## config.mk

```make
export PLATFORM = sky130hd
export DESIGN_NAME = upc_pad_regulator_ctrl
export DESIGN_NICKNAME = d
export VERILOG_FILES = /design/src/design/upc_pkg.sv /design/src/design/upc_sync2.sv /design/src/design/upc_pad_regulator_ctrl.sv
export SDC_FILE = /design/constraint.sdc
export NUM_CORES = 1
export LEC_CHECK = 0
export BUFFER_PORTS_ARGS = -buffer_cell sky130_fd_sc_hd__buf_4
export CAP_MARGIN = 25
export CORE_UTILIZATION = 40
export DETAILED_ROUTE_END_ITERATION = 7
export HOLD_SLACK_MARGIN = 0.08
export PLACE_DENSITY_LB_ADDON = 0.08
export SLEW_MARGIN = 20
export SYNTH_ARGS = -nofsm -noshare
export SYNTH_HDL_FRONTEND = slang
export SYNTH_HIERARCHICAL = 1
export SYNTH_SLANG_ARGS = --single-unit
```

## constraint.sdc

```tcl
create_clock -name clk_i -period 1.66 [get_ports clk_i]
set_input_delay 0.083 -clock clk_i [delete_from_list [all_inputs] [get_ports clk_i]]
set_output_delay 0.083 -clock clk_i [all_outputs]
set_load 0.03 [all_outputs]
```

## src/design/upc_pkg.sv

```systemverilog
// Package: register map, field layout and carrier types of the USB pad and regulator control block
package upc_pkg;

   // Register port widths
   localparam int unsigned UPC_ADDR_W = 8;
   localparam int unsigned UPC_DATA_W = 8;

   // Register offsets
   localparam logic [UPC_ADDR_W-1:0] UPC_OFF_REGULATOR_CONTROL = 8'h73;
   localparam logic [UPC_ADDR_W-1:0] UPC_OFF_TRANSCEIVER_CONFIG = 8'h74;
   localparam logic [UPC_ADDR_W-1:0] UPC_OFF_PAD_STATUS = 8'h75;

   // Reset values
   localparam logic [UPC_DATA_W-1:0] UPC_RST_REGULATOR_CONTROL = 8'h00;
   localparam logic [UPC_DATA_W-1:0] UPC_RST_TRANSCEIVER_CONFIG = 8'h00;
   localparam logic [UPC_DATA_W-1:0] UPC_RST_READ_DATA = 8'h00;

   // Transceiver configuration fields
   localparam int unsigned UPC_XCVR_PULLUP_BIT = 7;
   localparam int unsigned UPC_XCVR_FORCE_BIT = 0;

   // Regulator control fields
   localparam int unsigned UPC_REGULATOR_OUTPUT_ENABLE_BIT = 0;
   localparam int unsigned UPC_REGULATOR_OUTPUT_KEEP_ALIVE_BIT = 1;

   // Pad status fields (read only)
   localparam int unsigned UPC_STAT_FORCE_ACTIVE_BIT = 0;
   localparam int unsigned UPC_STAT_PULLUP_ON_BIT = 1;
   localparam int unsigned UPC_STAT_POWER_DOWN_BIT = 2;
   localparam int unsigned UPC_STAT_GPIO_TAKEN_BIT = 3;

   // Alternate drive covers port 1 pins 3 to 6
   localparam int unsigned UPC_ALT_PINS = 4;
   localparam int unsigned UPC_ALT_FIRST_PIN = 3;

   // Keep-alive source limit, microamps, for reference by the analog side
   localparam int unsigned UPC_KEEP_ALIVE_LIMIT_UA = 20;

   // Register port request
   typedef struct packed {
      logic [UPC_ADDR_W-1:0] addr;
      logic [UPC_DATA_W-1:0] wdata;
      logic wr;
      logic rd;
   } upc_bus_req_s;

   // Level pair of the USB bus lines
   typedef struct packed {
      logic dp;
      logic dm;
   } upc_pad_s;

   // Drive request for the USB bus lines; oe_n low means drive
   typedef struct packed {
      logic dp;
      logic dm;
      logic oe_n;
   } upc_pad_drive_s;

endpackage

```

## src/design/upc_sync2.sv

```systemverilog
// Two-stage synchroniser for the D+/D- receive levels
`timescale 1ns/100ps
`default_nettype none
module upc_sync2
   import upc_pkg::*;
(
   input wire logic clk_i,
   input wire logic rst_n_i,
   input wire upc_pad_s d_i,
   output upc_pad_s q_o
);

   typedef struct packed {
      upc_pad_s meta;
      upc_pad_s stable;
   } upc_sync_state_s;

   upc_sync_state_s state_reg;
   upc_sync_state_s state_next;

   // The first stage feeds only the second stage
   always_comb begin
      state_next = state_reg;
      state_next.meta = d_i;
      state_next.stable = state_reg.meta;
   end

   always_ff @(posedge clk_i) begin
      if (!rst_n_i) begin
         state_reg <= '0;
      end else begin
         state_reg <= state_next;
      end
   end

   assign q_o = state_reg.stable;

endmodule // upc_sync2
`default_nettype wire

```

## src/design/upc_pad_regulator_ctrl.sv

```systemverilog
// USB pad transceiver and 3.3V regulator control registers with pad steering
`timescale 1ns/100ps
`default_nettype none

// Summary of operation
// - Transceiver config bit 7 connects D- pull-up
// - Pull-up returns to regulator when enabled
// - Force bit drives D-/D+ from pins 1/0
// - Force clear leaves transceiver in control
// - Forcing only while USB is enabled
// - PS/2 options never come from these bits
// - Regulator control bit 0 switches regulator output
// - Regulator enable takes port 1 pin 2
// - Alternate drive pins 3-6 need regulator
// - Regulator control bit 1 selects keep-alive
// - USB disable powers the transceiver down
module upc_pad_regulator_ctrl
   import upc_pkg::*;
(
   input wire logic clk_i,
   input wire logic rst_n_i,
   // Register port
   input wire upc_bus_req_s bus_i,
   output logic [UPC_DATA_W-1:0] rd_data_o,
   // Context from the rest of the USB block, same clock
   input wire logic usb_enable_i,
   input wire logic usb_mode_i,
   input wire logic port1_pin0_i,
   input wire logic port1_pin1_i,
   input wire logic [UPC_ALT_PINS-1:0] alt_drive_req_i,
   input wire upc_pad_drive_s sie_drive_i,
   output upc_pad_s sie_rx_o,
   // USB bus pins
   input wire logic dp_i,
   input wire logic dm_i,
   output logic dp_o,
   output logic dm_o,
   output logic dp_oe_n_o,
   output logic dm_oe_n_o,
   // Analog pad and regulator controls
   output logic pullup_en_o,
   output logic pullup_from_regulator_o,
   output logic xcvr_power_down_o,
   output logic regulator_en_o,
   output logic keep_alive_o,
   output logic port1_pin2_gpio_dis_o,
   output logic [UPC_ALT_PINS-1:0] alt_drive_en_o
);

   // Every flip-flop of the block except the u_rx_sync receive synchroniser lives in this one struct
   typedef struct packed {
      logic pullup_enable;
      logic force_state;
      logic regulator_enable;
      logic keep_alive;
      logic [UPC_DATA_W-1:0] rd_data;
      logic pad_dp;
      logic pad_dm;
      logic pad_oe_n;
      logic force_active;
      logic pullup_on;
      logic pullup_from_regulator;
      logic power_down;
      logic gpio_taken;
      logic [UPC_ALT_PINS-1:0] alt_drive;
   } upc_ctrl_state_s;

   upc_ctrl_state_s state_reg;
   upc_ctrl_state_s state_next;

   upc_pad_s pad_raw;
   upc_pad_s pad_sync;

   logic hit_regulator;
   logic hit_transceiver;
   logic hit_status;
   logic [UPC_DATA_W-1:0] regulator_view;
   logic [UPC_DATA_W-1:0] transceiver_view;
   logic [UPC_DATA_W-1:0] status_view;
   logic [UPC_ALT_PINS-1:0] alt_gate;

   // Pins arrive from the cable and are asynchronous to clk_i
   assign pad_raw.dp = dp_i;
   assign pad_raw.dm = dm_i;

   upc_sync2 u_rx_sync (
      .clk_i(clk_i),
      .rst_n_i(rst_n_i),
      .d_i(pad_raw),
      .q_o(pad_sync)
   );

   // Address decode
   assign hit_regulator = (bus_i.addr == UPC_OFF_REGULATOR_CONTROL);
   assign hit_transceiver = (bus_i.addr == UPC_OFF_TRANSCEIVER_CONFIG);
   assign hit_status = (bus_i.addr == UPC_OFF_PAD_STATUS);

   // Read views: only the defined fields carry data, the rest is zero
   always_comb begin
      regulator_view = '0;
      regulator_view[UPC_REGULATOR_OUTPUT_ENABLE_BIT] = state_reg.regulator_enable;
      regulator_view[UPC_REGULATOR_OUTPUT_KEEP_ALIVE_BIT] = state_reg.keep_alive;
   end

   always_comb begin
      transceiver_view = '0;
      transceiver_view[UPC_XCVR_PULLUP_BIT] = state_reg.pullup_enable;
      transceiver_view[UPC_XCVR_FORCE_BIT] = state_reg.force_state;
   end

   // Status shows what the pads are really doing, not what was written
   always_comb begin
      status_view = '0;
      status_view[UPC_STAT_FORCE_ACTIVE_BIT] = state_reg.force_active;
      status_view[UPC_STAT_PULLUP_ON_BIT] = state_reg.pullup_on;
      status_view[UPC_STAT_POWER_DOWN_BIT] = state_reg.power_down;
      status_view[UPC_STAT_GPIO_TAKEN_BIT] = state_reg.gpio_taken;
   end

   // Alternate drive is granted per pin, only with the regulator up
   genvar alt_idx;
   generate
      for (alt_idx = 0; alt_idx < UPC_ALT_PINS; alt_idx++) begin : g_alt
         assign alt_gate[alt_idx] = alt_drive_req_i[alt_idx] & state_next.regulator_enable;
      end
   endgenerate

   always_comb begin
      state_next = state_reg;

      // Register writes; reserved bit positions are simply not stored
      if (bus_i.wr && hit_regulator) begin
         state_next.regulator_enable = bus_i.wdata[UPC_REGULATOR_OUTPUT_ENABLE_BIT];
         state_next.keep_alive = bus_i.wdata[UPC_REGULATOR_OUTPUT_KEEP_ALIVE_BIT];
      end
      if (bus_i.wr && hit_transceiver) begin
         state_next.pullup_enable = bus_i.wdata[UPC_XCVR_PULLUP_BIT];
         state_next.force_state = bus_i.wdata[UPC_XCVR_FORCE_BIT];
      end

      // Read data stand for exactly one cycle after the strobe
      state_next.rd_data = UPC_RST_READ_DATA;
      if (bus_i.rd) begin
         unique case (1'b1)
            hit_regulator: state_next.rd_data = regulator_view;
            hit_transceiver: state_next.rd_data = transceiver_view;
            hit_status: state_next.rd_data = status_view;
            default: state_next.rd_data = UPC_RST_READ_DATA;
         endcase
      end

      // Transceiver sleeps whenever the device address logic has USB off
      state_next.power_down = ~usb_enable_i;

      // Forcing needs USB enabled and the pads in USB mode, never PS/2
      state_next.force_active = state_next.force_state & usb_enable_i & usb_mode_i;

      // Pad drive selection
      if (state_next.power_down) begin
         // Powered-down transceiver releases both lines
         state_next.pad_dp = 1'b0;
         state_next.pad_dm = 1'b0;
         state_next.pad_oe_n = 1'b1;
      end else if (state_next.force_active) begin
         state_next.pad_dp = port1_pin0_i;
         state_next.pad_dm = port1_pin1_i;
         state_next.pad_oe_n = 1'b0;
      end else begin
         state_next.pad_dp = sie_drive_i.dp;
         state_next.pad_dm = sie_drive_i.dm;
         state_next.pad_oe_n = sie_drive_i.oe_n;
      end

      // Pull-up rail follows the regulator: supply when off, 3.3V when on
      state_next.pullup_on = state_next.pullup_enable;
      state_next.pullup_from_regulator = state_next.pullup_enable & state_next.regulator_enable;

      // Regulator owns port 1 pin 2 while enabled
      state_next.gpio_taken = state_next.regulator_enable;
      state_next.alt_drive = alt_gate;
   end

   always_ff @(posedge clk_i) begin
      if (!rst_n_i) begin
         state_reg <= '0;
         state_reg.pullup_enable <= UPC_RST_TRANSCEIVER_CONFIG[UPC_XCVR_PULLUP_BIT];
         state_reg.force_state <= UPC_RST_TRANSCEIVER_CONFIG[UPC_XCVR_FORCE_BIT];
         state_reg.regulator_enable <= UPC_RST_REGULATOR_CONTROL[UPC_REGULATOR_OUTPUT_ENABLE_BIT];
         state_reg.keep_alive <= UPC_RST_REGULATOR_CONTROL[UPC_REGULATOR_OUTPUT_KEEP_ALIVE_BIT];
         // Lines stay released and the transceiver asleep during reset
         state_reg.pad_oe_n <= 1'b1;
         state_reg.power_down <= 1'b1;
      end else begin
         state_reg <= state_next;
      end
   end

   // Outputs
   assign rd_data_o = state_reg.rd_data;
   assign sie_rx_o = pad_sync;
   assign dp_o = state_reg.pad_dp;
   assign dm_o = state_reg.pad_dm;
   assign dp_oe_n_o = state_reg.pad_oe_n;
   assign dm_oe_n_o = state_reg.pad_oe_n;
   assign pullup_en_o = state_reg.pullup_on;
   assign pullup_from_regulator_o = state_reg.pullup_from_regulator;
   assign xcvr_power_down_o = state_reg.power_down;
   // Keep-alive only matters with the regulator off; the analog side limits it.
   // Software must clear port1_pin2_config bits 0 and 7 itself in that mode.
   assign keep_alive_o = state_reg.keep_alive;
   assign regulator_en_o = state_reg.regulator_enable;
   assign port1_pin2_gpio_dis_o = state_reg.gpio_taken;
   assign alt_drive_en_o = state_reg.alt_drive;

endmodule // upc_pad_regulator_ctrl
`default_nettype wire

```

==> results of run 1 <==
-- worst min-delay path by stage --
stage,startpoint,endpoint,slack (ps),depth (start not counted)
after floorplan,rst_n_i,xcvr_power_down_o,170,1
after global placement,sie_drive_i[0],dm_oe_n_o,280,2
after detailed placement,sie_drive_i[0],dm_oe_n_o,280,2
after CTS,bus_i[10],rd_data_o[1],80,3
after global routing,bus_i[10],rd_data_o[1],80,3
final,bus_i[10],rd_data_o[1],90,3
-- through the flow --
step                setup slack, ps  hold WS [ps]  cells  instance area (um^2)  utilization (%)
finish                         27.6          89.8    178                  1510             67.0
global route                  -3.00          81.8    178                  1510             67.0
CTS                            49.9          81.5    177                  1500             66.5
detailed placement              291           281    153                  1270             56.4
global placement                301           283    153                  1270             56.4
floorplan                       471           174     93                   988                -
-- cell usage in the layout (no fill, tap or decap) --
master / instances
dlygate4sd3_1: 20
dfxtp_1: 23
and2_2: 1
nor2b_1: 5
buf_6: 1
nor3_1: 1
and4_1: 2
clkinv_2: 1
clkbuf_4: 3
nand4_4: 2
nand4_1: 2
conb_1: 3
nand3_1: 7
nand2_1: 6
nor3b_2: 1
and2_1: 8
a22oi_1: 1
nor2_1: 1
and4b_1: 1
a21o_1: 1
mux2_4: 1
buf_4: 48
a2111oi_2: 2
and3_2: 1
and4bb_4: 1
mux2i_1: 6
and3b_2: 1
-- final cells by class --
type                    instances  area, um^2
clock inverters                 1        5.00
fillers                       189         744
flip-flops and latches         23         460
clock buffers                   3        22.5
repair buffers                 69         572
well taps                      28        35.0
multi-input cells              54         415
-- repair_timing --
item | in CTS | in global routing
endpoints found under the setup margin | 0 | 2
buffers inserted | 0 | 1
hold buffers | 20 | 0
gates resized for setup | 0 | 1
endpoints found under the hold margin | 18 | 0
-- cells by family after synthesis --
logic type,share of synthesized area [%]
other cells,0.382
buf+inv,11.5
compound gates,4.59
mux,7.65
simple gates,29.0
flops,46.9
-- critical path: cells and delay by family --
family	cells	cell delay, ps
compound gates	1	170
buf+inv	3	1210
mux	1	290
simple gates	1	80
-- metal layers --
| metal | up-vias | GRT usage, % | wire, um |
|---|---|---|---|
| met2 | 28 | 30.5 | 1050 |
| met3 | 8 | 4.09 | 106 |
| met4 | 0 | 10.8 | 59 |
| met5 | - | 0 | 0 |
| met1 | 374 | 18.3 | 790 |
| li1 | 418 | - | - |
-- report_power, final --
part	internal (mW)	switching (mW)
registers	0.561	0.00250
clock network	0.0899	0.168
logic	0.0934	0.0694
==> results.json, run 1 <==
{
  "outcome": "finished clean",
  "area_growth_pct": 54.0,
  "syn_area_um2": 981,
  "die_w_um": 51.5,
  "skew_ps": 6.53,
  "grt_max_degree": 19,
  "post_drt_wl_per_cell_um": 11.3,
  "fin_crit_sh_pct": 98.3,
  "yosysWarnings": 6,
  "synth_top_area_cell": "dfxtp_1",
  "slew_viol_final": 0,
  "drc": 0,
  "drive_gt1_share_pct": 42.0,
  "cts_sinks": 23,
  "design.core.area_um2": 2250,
  "crit_top_cell": "dlygate4sd3_1",
  "r2r_cells": 4,
  "cap_violations": 0,
  "ys_top_cells_by_area": "dfxtp_1 47%, buf_4 11%, mux2i_1 6.1%",
  "place.port_buffers": 48,
  "synth_ff_type": "dfxtp_1",
  "tns_ps": 0,
  "cts_tree": "done",
  "syn_inst": 91,
  "initial_core_util_pct": 43.5,
  "crit_path_cell_trace": "dlygate4sd3_1 > buf_6 > nand3_1 > mux2_4 > a21o_1 > dlygate4sd3_1",
  "grt_pass1_vias": 837,
  "ios": 57,
  "cp-start-kind": "input port",
  "end_kind": "flop",
  "track_usage_pct": 17.3,
  "largest_reg_flops": 5,
  "yosysSeqAreaShare_pct": 46.9,
  "place_congestion": 0.816,
  "r2r-start": "state_reg[22]",
  "drt-pass1-iter-count": 4,
  "cts_max_level": 1,
  "antenna_left": 0,
  "grt_overflow": 0,
  "synth.top_cell.area_share_pct": 46.9,
  "finalCriticalPeriod_ps": 1630,
  "yosysUniqueCellTypes": 24,
  "async_reset_ff_share_pct": 0,
  "cellLeakagePower_nw": 0.708,
  "r2r_end": "dm_oe_n_o",
  "crit_path_top_delay_cell": "dlygate4sd3_1",
  "setup_viol": 0,
  "viasPerCell": 4.65,
  "rrSetupSlack_ps": 80,
  "crit_type": "input port to flop",
  "wirelength_um": 2010,
  "dieArea_um2": 2650,
  "hp-class": "input port to flop",
  "synthTopCellsByCount": "23 x dfxtp_1, 14 x buf_4, 8 x and2_1, 7 x nand3_1",
  "ys_ff_latch": 23,
  "p_total_mw": 0.984,
  "drt-initial-drc-count": 5,
  "clockBufferDepth": 2,
  "critPathMaxFanout": 4,
  "die_height_um": 51.5,
  "synth.avg_cell_area_um2": 10.8,
  "grt_pass1_wl_um": 3350,
  "hpwlAfterDp_um": 1360,
  "yosysMostFrequentCell": "dfxtp_1",
  "cp-endpoint": "dm_oe_n_o",
  "crit_start": "usb_enable_i",
  "vdd_drop_max_uv": 597,
  "vias": 828,
  "path_clk_slew_ps": 130,
  "root_buffer": "clkbuf_4",
  "row_count": 17,
  "clk_latency_ps": 310,
  "antenna_found_initial": 0,
  "max_stage_delay_ps": 550,
  "nets": 184,
  "timing.fmax_mhz": 613,
  "power_density_nw_per_um2": 651,
  "cts_buffers": 3,
  "diodes": 0,
  "worstPathArrival_ps": 1840,
  "crit_required_ps": 1870,
  "report.final.hold_viol_count": 0,
  "synth_enable_flop_cells": 0
}
Note: power is estimated with default switching activity, not from simulation.
==> run 2, diff against run 1 <==
- RECOVER_POWER: unset -> 100
==> results.json, run 2 (synthesis results as in run 1) <==
{
  "post_dp_cell_area_um2": 1270,
  "mostFrequentLayoutCell": "buf_4",
  "timing.fmax_mhz": 611,
  "root_buffer": "clkbuf_4",
  "initial_core_util_pct": 43.5,
  "area_growth_pct": 44.5,
  "multiInputGateArea_um2": 402,
  "hpwlAfterDp_um": 1360,
  "nets": 184,
  "cp-start-kind": "input port",
  "ios": 57,
  "grt_pass1_vias": 837,
  "final_cell_mix": "24 x buf_4, 23 x dfxtp_1, 21 x clkbuf_1",
  "cts_sinks": 23,
  "grt_pass1_wl_um": 3350,
  "grt_overflow": 0,
  "track_usage_pct": 17.3,
  "row_count": 17,
  "path_clk_slew_ps": 130,
  "power_density_nw_per_um2": 686,
  "cts_tree": "done",
  "holdWs_ps": 104,
  "critPathMaxFanout": 4,
  "setup_slack_ps": 23.2,
  "largest_reg_flops": 5,
  "cts_buffers": 3,
  "end_kind": "flop",
  "dieArea_um2": 2650,
  "crit_start": "usb_enable_i",
  "viasPerCell": 4.76,
  "post_drt_wl_per_cell_um": 11.4,
  "place_congestion": 0.816,
  "cap_violations": 0,
  "crit_type": "input port to flop",
  "skew_ps": 11.6,
  "place.port_buffers": 48,
  "register_area_um2": 460,
  "cts_max_level": 1,
  "wirelength_um": 2020,
  "setup_viol": 0,
  "fin_util_pct": 62.9,
  "min_from": "rst_n_i",
  "r2r-start": "state_reg[22]",
  "drc": 0,
  "design.core.area_um2": 2250,
  "worstPathArrival_ps": 1850,
  "crit_required_ps": 1870,
  "nFillCells": 201,
  "vias": 848,
  "fin_area_um2": 1420,
  "place_ws_ps": 291,
  "slew_viol_final": 0,
  "drt-initial-drc-count": 9,
  "drt-pass1-iter-count": 4,
  "antenna_left": 0,
  "hp-class": "input port to flop",
  "p_total_mw": 0.973,
  "report.final.hold_viol_count": 0,
  "drive_gt1_share_pct": 26.0,
  "antenna_found_initial": 0,
  "grt_max_degree": 19,
  "die_w_um": 51.5,
  "clk_latency_ps": 310,
  "fin_crit_sh_pct": 98.6,
  "cellLeakagePower_nw": 0.618,
  "clockBufferDepth": 2,
  "diodes": 0,
  "vdd_drop_max_uv": 579,
  "die_height_um": 51.5,
  "finalCriticalPeriod_ps": 1640,
  "outcome": "finished clean"
}
run 2: cell count changes in the layout (fill, tap and decap cells not counted):
cell	change
buf_4	-24
clkbuf_1	+21
and2_0	+3
clkbuf_4	+3
a2111oi_0	+2
a2111oi_2	-2
and2_1	-2
and2_2	-1
run 2: final timing paths:
check | slack (ps) | to | depth (start not counted)
worst min-delay path | 100 | pullup_en_o | 2
worst min register to register | 450 | u_rx_sync/q_o[0] | 1
worst max-delay path | 20 | dm_oe_n_o | 6
worst max register to register | 80 | dm_oe_n_o | 4
run 2: layer usage:
layer | up-vias | wire length, um | share of wire (%) | global-route usage (%)
li1 | 420 | - | - | -
met1 | 388 | 777 | 38 | 18.3
met2 | 32 | 1060 | 52 | 30.5
met3 | 8 | 127 | 6.3 | 4.09
met4 | 0 | 58 | 2.9 | 10.8
met5 | - | 0 | 0 | 0
run 2: repair_timing:
item                                    4_1_cts  5_1_grt
hold endpoints to repair                     18        0
hold buffers                                 20        0
gates resized for setup                       0        1
endpoints found under the setup margin        0        2
setup buffers                                 0        1
run 2: power by group:
group | switching [mW] | internal, mW
registers | 0.00233 | 0.561
clock network | 0.166 | 0.0899
logic | 0.0676 | 0.0865
total | 0.236 | 0.737
run 2: critical path, cell delays in order:
cell	delay, ps
dlygate4sd3_1	550
buf_6	110
nand3_1	80
mux2_4	290
a21o_1	170
dlygate4sd3_1	550
run 2: through the flow:
step	TNS (ps)	std cells
global placement	0	153
floorplan	0	93
global route	-3.00	178
CTS	0	177
detailed placement	0	153
finish	0	178
run 2: cell type report:
cell class | count | area share, %
repair buffers | 69 | 34.8
flip-flops and latches | 23 | 32.5
multi-input cells | 54 | 28.3
well taps | 28 | 2.47
clock buffers | 3 | 1.59
clock inverters | 1 | 0.353
